<file path="src/logic/bprx_pkg.sv">
package bprx_pkg;
    // Frame geometry: frame lengths in backplane clock periods, multiframe lengths in frames
    localparam logic [8:0] T1_FRAME_BITS = 9'h0c1; // 193
    localparam logic [8:0] E1_FRAME_BITS = 9'h100; // 256
    localparam logic [5:0] SF_FRAMES = 6'h0c; // 12
    localparam logic [5:0] ESF_FRAMES = 6'h18; // 24
    localparam logic [5:0] E1_MF_FRAMES = 6'h10; // 16
    // Channel bits that carry signaling (bits 5 to 8, zero based 4 to 7)
    localparam logic [2:0] SIG_FIRST_BIT = 3'h4;
    // Buffer in the data path
    localparam int BUF_DEPTH = 2;
    localparam int BUF_WIDTH = 3; // {frame mark, signaling, pcm}
    // Reset values
    localparam logic FP_OE_RST = 1'b0;
    localparam logic PCM_OE_RST = 1'b0;
    localparam logic CLK_OE_RST = 1'b0;
    localparam logic PCM_IDLE = 1'b1;
endpackage : bprx_pkg

</file>
<file path="src/logic/bprx_frame_out.sv">
// How it works
// - In output mode the frame pulse marks stream alignment, updated on active edge.
// - T1 basic: one-cycle pulse at bit 1 of each 193-bit frame.
// - T1 basic option: pulse only every second frame.
// - T1 superframe: one-cycle pulse at bit 1, frame 1 of 12/24-frame superframe.
// - T1 superframe option: pulse only every second superframe.
// - E1 basic: one-cycle pulse at bit 1 of each 256-bit frame.
// - E1 basic option: pulse only every second frame.
// - E1 multiframe: rise at signaling multiframe, fall after CRC multiframe start.
// - Coincident E1 multiframes give one one-cycle pulse each 16 frames.
// - Input pulse is sampled on active edge and, with elastic store in use, realigns outgoing data.
// - Frame pulse pin is an input after reset.
// - PCM output carries the recovered, processed line data.
// - With elastic store in use, output follows backplane timing, else line.
// - PCM may be tristated outside a programmable timeslot group.
// - PCM output is high impedance after reset.
// - PCM output changes only on the active backplane clock edge.
// - Active edge is selectable, rising or falling.
// - Clock pin is input after reset; as output it carries line clock.
// - Signaling output uses channel bits 5 to 8, high impedance after reset.
module bprx_frame_out
    import bprx_pkg::*;
(
    // Clock and reset
    input wire logic clock,
    input wire logic srst,
    // Configuration
    input wire logic cfg_e1_mode,
    input wire logic cfg_align_multi,
    input wire logic cfg_t1_esf,
    input wire logic cfg_every_second,
    input wire logic cfg_fp_output,
    input wire logic cfg_clk_output,
    input wire logic cfg_clk_falling,
    input wire logic cfg_elastic_bypass,
    input wire logic cfg_pcm_enable,
    input wire logic cfg_ts_enable,
    input wire logic [1:0] cfg_ts_group,
    input wire logic [3:0] cfg_crc_offset,
    // Recovered line side
    input wire logic line_clock,
    input wire logic line_valid,
    output logic line_ready,
    input wire logic line_data,
    input wire logic line_sig,
    input wire logic line_frame_mark,
    // Backplane clock pin
    input wire logic bp_rx_clock_i,
    output logic bp_rx_clock_o,
    output logic bp_rx_clock_oe,
    // Backplane frame pulse pin
    input wire logic bp_rx_frame_pulse_i,
    output logic bp_rx_frame_pulse_o,
    output logic bp_rx_frame_pulse_oe,
    // Backplane data pins
    output logic bp_rx_pcm_out,
    output logic bp_rx_pcm_oe,
    output logic bp_rx_signaling_out,
    output logic bp_rx_signaling_oe
);

    // Bits per frame for the selected line standard
    function automatic logic [8:0] frame_len(input logic e1);
        return e1 ? E1_FRAME_BITS : T1_FRAME_BITS;
    endfunction : frame_len

    // Frames per superframe or multiframe
    function automatic logic [5:0] mf_len(input logic e1, input logic esf);
        if (e1) begin
            return E1_MF_FRAMES;
        end
        return esf ? ESF_FRAMES : SF_FRAMES;
    endfunction : mf_len

    logic clk_src;
    logic clk_prev;
    logic active_edge;
    logic fp_in_prev;
    logic fp_in_rise;
    logic [BUF_WIDTH-1:0] buf_mem [BUF_DEPTH];
    logic buf_wr;
    logic buf_wr_ptr;
    logic buf_rd;
    logic [1:0] buf_count;
    logic pop;
    logic [BUF_WIDTH-1:0] head;
    logic resync;
    logic [8:0] bit_cnt;
    logic [5:0] frame_cnt;
    logic [8:0] pos_bit;
    logic [5:0] pos_frame;
    logic [5:0] mf;
    logic [8:0] chan_pos;
    logic is_start;
    logic mf_start;
    logic crc_hit;
    logic fp_out;
    logic next_fp;

    // Clock pin drives recovered line clock only when set as output
    always_ff @(posedge clock) begin
        if (srst) begin
            bp_rx_clock_oe <= CLK_OE_RST;
            bp_rx_clock_o <= 1'b0;
        end else begin
            bp_rx_clock_oe <= cfg_clk_output;
            bp_rx_clock_o <= line_clock;
        end
    end

    // Edge detect on whichever clock times the backplane
    assign clk_src = cfg_clk_output ? bp_rx_clock_o : bp_rx_clock_i;
    assign active_edge = cfg_clk_falling ? (clk_prev & ~clk_src)
                                         : (~clk_prev & clk_src);

    always_ff @(posedge clock) begin
        if (srst) begin
            clk_prev <= clk_src; // Pin level, so release shows no false edge
        end else begin
            clk_prev <= clk_src;
        end
    end

    // Input frame pulse, sampled only on the active edge
    always_ff @(posedge clock) begin
        if (srst) begin
            fp_in_prev <= 1'b0;
        end else if (active_edge) begin
            fp_in_prev <= bp_rx_frame_pulse_i;
        end
    end

    // Leading edge only, so a wide pulse does not hold the counters
    assign fp_in_rise = active_edge & ~cfg_fp_output & bp_rx_frame_pulse_i
                        & ~fp_in_prev;

    // Two-entry buffer: a stall by the backplane loses no word
    assign line_ready = (buf_count != 2'(BUF_DEPTH));
    assign buf_wr = line_valid & line_ready;
    assign pop = active_edge & (buf_count != 2'h0);
    assign head = buf_mem[buf_rd];

    always_ff @(posedge clock) begin
        if (srst) begin
            buf_count <= 2'h0;
        end else begin
            buf_count <= buf_count + 2'(buf_wr) - 2'(pop);
        end
    end

    always_ff @(posedge clock) begin
        if (srst) begin
            buf_wr_ptr <= 1'b0;
            buf_rd <= 1'b0;
        end else begin
            if (buf_wr) begin
                buf_wr_ptr <= ~buf_wr_ptr;
            end
            if (pop) begin
                buf_rd <= ~buf_rd;
            end
        end
    end

    // Storage needs no reset; count guards every read
    always_ff @(posedge clock) begin
        if (buf_wr) begin
            buf_mem[buf_wr_ptr] <= {line_frame_mark, line_sig, line_data};
        end
    end

    // Bypass follows line framing, else backplane framing
    assign resync = cfg_elastic_bypass ? (pop & head[2])
                                       : fp_in_rise;
    assign pos_bit = resync ? 9'h000 : bit_cnt;
    assign pos_frame = resync ? 6'h00 : frame_cnt;
    assign mf = mf_len(cfg_e1_mode, cfg_t1_esf);
    assign is_start = (pos_bit == 9'h000);
    assign mf_start = is_start & ((pos_frame == 6'h00) | (pos_frame == mf));

    // Position counters; frame count spans two multiframes for parity
    always_ff @(posedge clock) begin
        if (srst) begin
            bit_cnt <= 9'h000;
            frame_cnt <= 6'h00;
        end else if (active_edge) begin
            if (pos_bit == frame_len(cfg_e1_mode) - 9'h001) begin
                bit_cnt <= 9'h000;
                if (pos_frame == 6'((7'(mf) << 1) - 7'h01)) begin
                    frame_cnt <= 6'h00;
                end else begin
                    frame_cnt <= pos_frame + 6'h01;
                end
            end else begin
                bit_cnt <= pos_bit + 9'h001;
                frame_cnt <= pos_frame;
            end
        end
    end

    // Frame pulse selection per standard and alignment type
    always_comb begin
        next_fp = 1'b0;
        if (!cfg_align_multi) begin
            next_fp = is_start & (~cfg_every_second | ~pos_frame[0]);
        end else if (!cfg_e1_mode) begin
            next_fp = mf_start & (~cfg_every_second
                                  | (pos_frame == 6'h00));
        end else if (is_start & (pos_frame[3:0] == 4'h0)) begin
            next_fp = 1'b1;
        end else if (crc_hit) begin
            next_fp = 1'b0;
        end else begin
            next_fp = fp_out;
        end
    end

    // CRC multiframe start seen at the previous active edge
    always_ff @(posedge clock) begin
        if (srst) begin
            crc_hit <= 1'b0;
        end else if (active_edge) begin
            crc_hit <= is_start & (pos_frame[3:0] == cfg_crc_offset);
        end
    end

    always_ff @(posedge clock) begin
        if (srst) begin
            fp_out <= 1'b0;
        end else if (active_edge) begin
            fp_out <= next_fp;
        end
    end

    // Pin direction; input after reset until software changes it
    always_ff @(posedge clock) begin
        if (srst) begin
            bp_rx_frame_pulse_oe <= FP_OE_RST;
        end else begin
            bp_rx_frame_pulse_oe <= cfg_fp_output;
        end
    end
    assign bp_rx_frame_pulse_o = fp_out;

    // T1 bit 0 is the framing bit, so channels start one bit later
    assign chan_pos = cfg_e1_mode ? pos_bit : pos_bit - 9'h001;

    // Data out; underrun sends idle ones rather than stale bits
    always_ff @(posedge clock) begin
        if (srst) begin
            bp_rx_pcm_out <= PCM_IDLE;
            bp_rx_signaling_out <= 1'b0;
            bp_rx_pcm_oe <= PCM_OE_RST;
            bp_rx_signaling_oe <= PCM_OE_RST;
        end else if (active_edge) begin
            bp_rx_pcm_out <= pop ? head[0] : PCM_IDLE;
            bp_rx_signaling_out <= pop & head[1]
                & (chan_pos[2:0] >= SIG_FIRST_BIT)
                & (cfg_e1_mode | ~is_start);
            bp_rx_pcm_oe <= cfg_pcm_enable & (~cfg_ts_enable
                | (chan_pos[4:3] == cfg_ts_group));
            bp_rx_signaling_oe <= cfg_pcm_enable & (~cfg_ts_enable
                | (chan_pos[4:3] == cfg_ts_group));
        end
    end

    // Checks
    fp_dir_rst_a: assert property (@(posedge clock)
        $past(srst) && !srst |-> !bp_rx_frame_pulse_oe)
        else $error("frame pulse pin not input after reset");

    pcm_hiz_rst_a: assert property (@(posedge clock)
        $past(srst) && !srst |-> !bp_rx_pcm_oe && !bp_rx_signaling_oe)
        else $error("pcm not high impedance after reset");

    pcm_on_edge_a: assert property (@(posedge clock) disable iff (srst)
        $changed(bp_rx_pcm_out) |-> $past(active_edge))
        else $error("pcm changed away from active edge");

    t1_frame_start_a: assert property (@(posedge clock) disable iff (srst)
        active_edge && !cfg_e1_mode && !cfg_align_multi && !cfg_every_second
        && pos_bit == 9'h000 |=> fp_out)
        else $error("t1 frame pulse missing at bit 1");

    fp_one_cycle_a: assert property (@(posedge clock) disable iff (srst)
        active_edge && fp_out && !cfg_align_multi && pos_bit != 9'h000
        |=> !fp_out)
        else $error("basic frame pulse wider than one cycle");

    every_second_a: assert property (@(posedge clock) disable iff (srst)
        active_edge && !cfg_align_multi && cfg_every_second && pos_frame[0]
        |=> !fp_out)
        else $error("pulse on odd frame with every-second option");

    sf_start_a: assert property (@(posedge clock) disable iff (srst)
        $rose(fp_out) && !cfg_e1_mode && cfg_align_multi
        |-> $past(pos_bit) == 9'h000
            && ($past(pos_frame) == 6'h00 || $past(pos_frame) == $past(mf)))
        else $error("superframe pulse off frame 1");

    mf_fall_a: assert property (@(posedge clock) disable iff (srst)
        active_edge && cfg_e1_mode && cfg_align_multi && crc_hit
        && !(is_start && pos_frame[3:0] == 4'h0) |=> !fp_out)
        else $error("multiframe pulse did not fall after crc start");

    fp_realign_a: assert property (@(posedge clock) disable iff (srst)
        fp_in_rise && !cfg_elastic_bypass |=> bit_cnt == 9'h001)
        else $error("input frame pulse did not realign");

    mark_align_a: assert property (@(posedge clock)
        disable iff (srst)
        pop && head[2] && cfg_elastic_bypass |=> bit_cnt == 9'h001)
        else $error("marked line word did not realign");

    sig_bits_a: assert property (@(posedge clock)
        disable iff (srst)
        active_edge && chan_pos[2:0] < SIG_FIRST_BIT |=> !bp_rx_signaling_out)
        else $error("signaling outside channel bits 5 to 8");

    idle_fill_a: assert property (@(posedge clock)
        disable iff (srst)
        active_edge && !pop |=> bp_rx_pcm_out == PCM_IDLE)
        else $error("underrun did not send idle ones");

    slot_gate_a: assert property (@(posedge clock)
        disable iff (srst)
        active_edge && cfg_ts_enable && chan_pos[4:3] != cfg_ts_group
        |=> !bp_rx_pcm_oe && !bp_rx_signaling_oe)
        else $error("data driven outside its timeslot group");

    clk_dir_a: assert property (@(posedge clock)
        !srst |=> bp_rx_clock_oe == $past(cfg_clk_output))
        else $error("clock pin direction not as configured");

    fp_dir_a: assert property (@(posedge clock)
        !srst |=> bp_rx_frame_pulse_oe == $past(cfg_fp_output))
        else $error("frame pulse direction not as configured");

    mf_pulse_a: assert property (@(posedge clock)
        disable iff (srst)
        active_edge && cfg_e1_mode && cfg_align_multi
        && cfg_crc_offset == 4'h0 && fp_out |=> !fp_out)
        else $error("coincident multiframe pulse wider than one cycle");

endmodule : bprx_frame_out

</file>
<file path="config.mk">
export PLATFORM = sky130hd
export DESIGN_NAME = bprx_frame_out
export DESIGN_NICKNAME = d
export VERILOG_FILES = /design/src/logic/bprx_pkg.sv /design/src/logic/bprx_frame_out.sv
export SDC_FILE = /design/constraint.sdc
export NUM_CORES = 1
export LEC_CHECK = 0
export BUFFER_PORTS_ARGS = -buffer_cell sky130_fd_sc_hd__buf_2
export CAP_MARGIN = 20
export CORE_MARGIN = 2
export CORE_UTILIZATION = 51
export DETAILED_ROUTE_END_ITERATION = 10
export HOLD_SLACK_MARGIN = 0.08
export PLACE_DENSITY = 0.86
export SETUP_SLACK_MARGIN = 0.4
export SYNTH_ARGS = -nofsm -noshare
export SYNTH_HDL_FRONTEND = slang
export SYNTH_SLANG_ARGS = --single-unit
</file>
<file path="constraint.sdc">
create_clock -name clock -period 2.46 [get_ports clock]
set_input_delay 0.123 -clock clock [delete_from_list [all_inputs] [get_ports clock]]
set_output_delay 0.123 -clock clock [all_outputs]
set_load 0.005 [all_outputs]
</file>
==> qor_table.md <==
| Metric | This run | Unit |
|:---|:---|:---|
| Filler-free cell count of the finished design | 362 | - |
| Maximum clock frequency | 0.4200 | GHz |
| Die outline height | 67.95 | µm |
| Root buf cell | sky130_fd_sc_hd__clkbuf_8 | - |
| IR drop worst, VDD | 0.5345 | mV |
| Number of global-route vias before repair | 1994 | - |
| Number of synthesized register bits | 36 | - |
| Max Slew Vio Count | 0 | - |
| Hold path startpoint | cfg_ts_group[1] | - |
| Row count | 23 | - |
| Final-layout setup total negative slack | 0 | ns |
| Synth async-reset ratio | 0 | % |
| Depth of the worst hold-timing path | 3 | - |
| Sequential share of the synthesized area | 37.43 | % |
| Unique cell type count in the Yosys netlist | 53 | - |
| Post-route minimum period | 2.381 | ns |
| Residual DRC count | 0 | - |
| Worst Setup Slack post-DPL | 0.03144 | ns |
| Via count of the routed design | 2188 | - |
| TritonCTS clock tree | yes | - |
| GR met2 Demand/Resource | 42.60 | % |
| Relative area change from synthesis to final layout | 33.23 | % |
| GRT overflow | 0 | - |
| Share of the clock period used by the worst path after layout | 96.79 | % |
| Worst-case hold path end point | bp_rx_signaling_oe | - |
| Global-route layer with the greatest usage | met2 | - |
| Clock buffers created by TritonCTS | 5 | - |
| Reported max-cap violation count | 0 | - |
| Horiz. Die Dim | 67.95 | µm |
| Port Buf Inserts | 33 | - |
| Initial Utilization | 52.52 | % |
| CTS Buffer Depth | 2 | - |
| Final Worst Setup Slack | 0.07898 | ns |
| Die Area | 0.004617 | mm² |
| Maximum number of pins on one net before global-route repair | 34 | - |
| Endpoints failing hold | 0 | - |
| Number of flops mapped to enable cells by yosys | 6 | - |
| Critical path type | register to register | - |
| Register-to-Register Path Depth | 12 | - |
| Post-layout nets | 342 | - |
| Iteration-0 DRC count of the detailed router | 158 | - |
| Reg2Reg Capture Point | bp_rx_signaling_oe | - |
| Htree depth | 2 | - |
| Met1 track demand over resource | 29.96 | % |
| Most used flip-flop cell after synthesis | sky130_fd_sc_hd__dfxtp_1 | - |
| Area of placed instances | 0.002410 | mm² |
| Sink Count | 36 | - |
| Slew at the pin closest to its max-slew limit | 0.5952 | ns |
| Detailed placement HPWL | 3415 | µm |
| Number of warnings issued by yosys | 0 | - |
| Critical Path Fanout Max | 5 | - |
| Tot GR Track Use | 25.07 | % |
| Met3 capacity usage during global routing | 5.921 | % |
| Clock-pin slew reported for the worst setup and hold paths after clock tree synthesis | 0.07 | ns |
| Setup crit end kind | register | - |
| Final setup viols | 0 | - |
| Worst slew margin | 59.96 | % |
| Post-detailed-route wirelength per cell | 15.58 | µm |
| First-pass GRT wire length | 8659 | µm |
| Status | complete, no violations | - |
| Count of antenna-violating nets left after detailed routing | 0 | - |
| Ant. Diodes | 0 | - |
| Cell count after synthesis | 257 | - |
| Antenna violations before repair | 0 | - |
| Classification of the worst-slack hold path | primary input to register | - |
| WP data arrival | 2.55 | ns |
| Placed instance count | 333 | - |
| Final GP Congestion | 0.8857 | - |
| Total wirelength of the detailed-routed design | 5639 | µm |
| Power density of the placed cells | 541.6 | mW/mm² |
| Area of all placed cells without fillers | 0.002779 | mm² |
| Core area | 0.003971 | mm² |
| Synthesized Nets | 288 | - |
| Average vias per placed instance | 6.044 | - |
| Clock insertion delay at the later pin of the skew report | 0.30 | ns |
| Cell area after technology mapping | 0.002086 | mm² |
| Startpoint of the worst-slack reg-to-reg timing path | bp_rx_clock_o | - |
| Ratio of cells with drive above 1 in the final layout | 32.05 | % |
| Leakage | 1.080 | nW |
| IO Pins | 34 | - |
| Setup slack on the worst flop-to-flop path | 0.08 | ns |
| Post-Route Skew | 0.004425 | ns |
| Req. time, crit path | 2.63 | ns |
| Element type at the critical path start | register | - |
| TritonRoute pass-1 iters | 5 | - |
| Unrepaired setup endpoints after global routing | true | - |
| Synth Area per Inst | 8.116 | µm² |
## report_power, final
part	internal (mW)	total [mW]	switching, mW
logic	0.177	0.377	0.199
registers	0.658	0.703	0.0452
clock network	0.197	0.425	0.228
total	1.03	1.51	0.473
## synth_stat cells (all sizes together), types with 2 or more instances
cell | number | share of area [%]
mux2i | 3 | 1.4
a21oi | 21 | 5.0
nor2b | 8 | 2.4
nand2 | 23 | 4.1
or2 | 2 | 0.60
xnor2 | 4 | 1.7
and2 | 2 | 0.60
buf | 3 | 0.84
inv | 9 | 1.6
ha | 6 | 3.6
nand2b | 5 | 1.5
o21ai | 20 | 4.8
nor3 | 13 | 3.1
dfxtp | 30 | 29
nand4 | 2 | 0.60
xor2 | 4 | 1.7
a32oi | 2 | 0.84
nor4bb | 3 | 1.4
mux2 | 2 | 1.3
nor4 | 2 | 0.90
edfxtp | 6 | 8.6
or3 | 2 | 0.60
o211ai | 2 | 0.72
o41ai | 2 | 0.84
o22ai | 2 | 0.60
nand3b | 5 | 1.8
a31oi | 3 | 0.90
nor2 | 27 | 5.2
a22oi | 2 | 0.72
and3 | 4 | 1.2
nand3 | 8 | 1.9
clkbuf | 12 | 2.2
nor3b | 3 | 1.1
## stage by stage
step	hold WS, ns	util [%]	total power [mW]
final	0.1264	69.97	1.505
after global routing	0.1729	69.97	1.579
after CTS	0.1185	66.67	1.481
after detailed placement	0.3162	60.68	1.040
after global placement	0.3098	60.68	1.021
after floorplan	0.2219	-	0.9342
## area by class of cell
| cell class | instances | area (µm²) |
|---|---|---|
| multi-input combinational | 197 | 1379 |
| fill | 301 | 1192 |
| sequential | 36 | 784.5 |
| timing repair buffer | 62 | 431.7 |
| clock buffer | 5 | 68.82 |
| tap | 50 | 62.56 |
| inverter | 9 | 33.78 |
| clock inverter | 3 | 18.77 |
## cells in the final DEF, fill, tap and decap left out, types with 3 or more instances in the layout
master / n
sky130_fd_sc_hd__o21ai_0: 12
sky130_fd_sc_hd__nor3_1: 10
sky130_fd_sc_hd__dfxtp_2: 3
sky130_fd_sc_hd__ha_1: 3
sky130_fd_sc_hd__inv_2: 3
sky130_fd_sc_hd__buf_4: 16
sky130_fd_sc_hd__nor4bb_1: 3
sky130_fd_sc_hd__mux2i_1: 3
sky130_fd_sc_hd__nand2b_1: 4
sky130_fd_sc_hd__nand3b_1: 5
sky130_fd_sc_hd__nor2_1: 25
sky130_fd_sc_hd__a21oi_1: 20
sky130_fd_sc_hd__nand3_1: 5
sky130_fd_sc_hd__ha_4: 3
sky130_fd_sc_hd__buf_2: 33
sky130_fd_sc_hd__dfxtp_1: 27
sky130_fd_sc_hd__o21ai_1: 8
sky130_fd_sc_hd__dlygate4sd3_1: 7
sky130_fd_sc_hd__edfxtp_1: 6
sky130_fd_sc_hd__clkbuf_8: 5
sky130_fd_sc_hd__nor2b_1: 8
sky130_fd_sc_hd__xor2_1: 4
sky130_fd_sc_hd__and3_1: 3
sky130_fd_sc_hd__nor3_2: 3
sky130_fd_sc_hd__inv_1: 6
sky130_fd_sc_hd__a31oi_1: 3
sky130_fd_sc_hd__buf_6: 5
sky130_fd_sc_hd__xnor2_1: 4
sky130_fd_sc_hd__nand2_1: 19
## worst max-delay path: stages (launching register included)
cell and delay [ns]:
sky130_fd_sc_hd__dfxtp_2 0.32, sky130_fd_sc_hd__mux2_4 0.26, sky130_fd_sc_hd__mux2_4 0.31, sky130_fd_sc_hd__or2_4 0.26, sky130_fd_sc_hd__buf_6 0.14, sky130_fd_sc_hd__nand2_4 0.08
sky130_fd_sc_hd__ha_4 0.16, sky130_fd_sc_hd__buf_6 0.10, sky130_fd_sc_hd__nand4b_1 0.10, sky130_fd_sc_hd__o21ai_1 0.13, sky130_fd_sc_hd__a22oi_1 0.13, sky130_fd_sc_hd__xor2_1 0.17
sky130_fd_sc_hd__o22ai_1 0.09
## worst max-delay path by stage
stage	startpoint	endpoint	slack, ns	cells after the start
floorplan	bp_rx_clock_o	frame_cnt[0]	0.03	10
global placement	bp_rx_clock_o	frame_cnt[0]	0.09	10
detailed placement	bp_rx_clock_o	frame_cnt[0]	0.03	10
CTS	bp_rx_clock_o	frame_cnt[0]	0.04	9
global route	bp_rx_clock_o	bp_rx_signaling_oe	-0.01	12
finish	bp_rx_clock_o	bp_rx_signaling_oe	0.08	12
## cell families after synthesis
| kind of cell | Yosys count | synth area share (%) |
|---|---|---|
| muxes | 5 | 2.699 |
| xor gates and xnor gates | 8 | 3.359 |
| AOI/OAI and AO/OA | 64 | 18.84 |
| and+or+nand+nor | 114 | 29.45 |
| DFF | 36 | 37.43 |
| adders and majority gates | 6 | 3.599 |
| buffers and inverters | 24 | 4.619 |
## sequential cells by signal, summed over array words and instances, names as in the netlist, 2 cells and up, named ones only
| signal | count |
|---|---|
| buf_count | 2 |
| buf_mem | 6 |
| bit_cnt | 9 |
| frame_cnt | 6 |
## layer usage
metal  part of all wire, %  up-vias
met4                   2.0        0
met5                     0        -
met2                    51      116
li1                      -     1036
met3                   8.2       11
met1                    39     1025
## repair_timing
action | in CTS | in global routing
hold buffers | 7 | 0
buffers inserted | 7 | 7
endpoints found under the hold margin | 10 | 0
endpoints found under the setup margin | 13 | 18
cloned | 0 | 0
resized for setup | 9 | 21
pin swaps | 10 | 18
(Power assumes the default switching activity.)
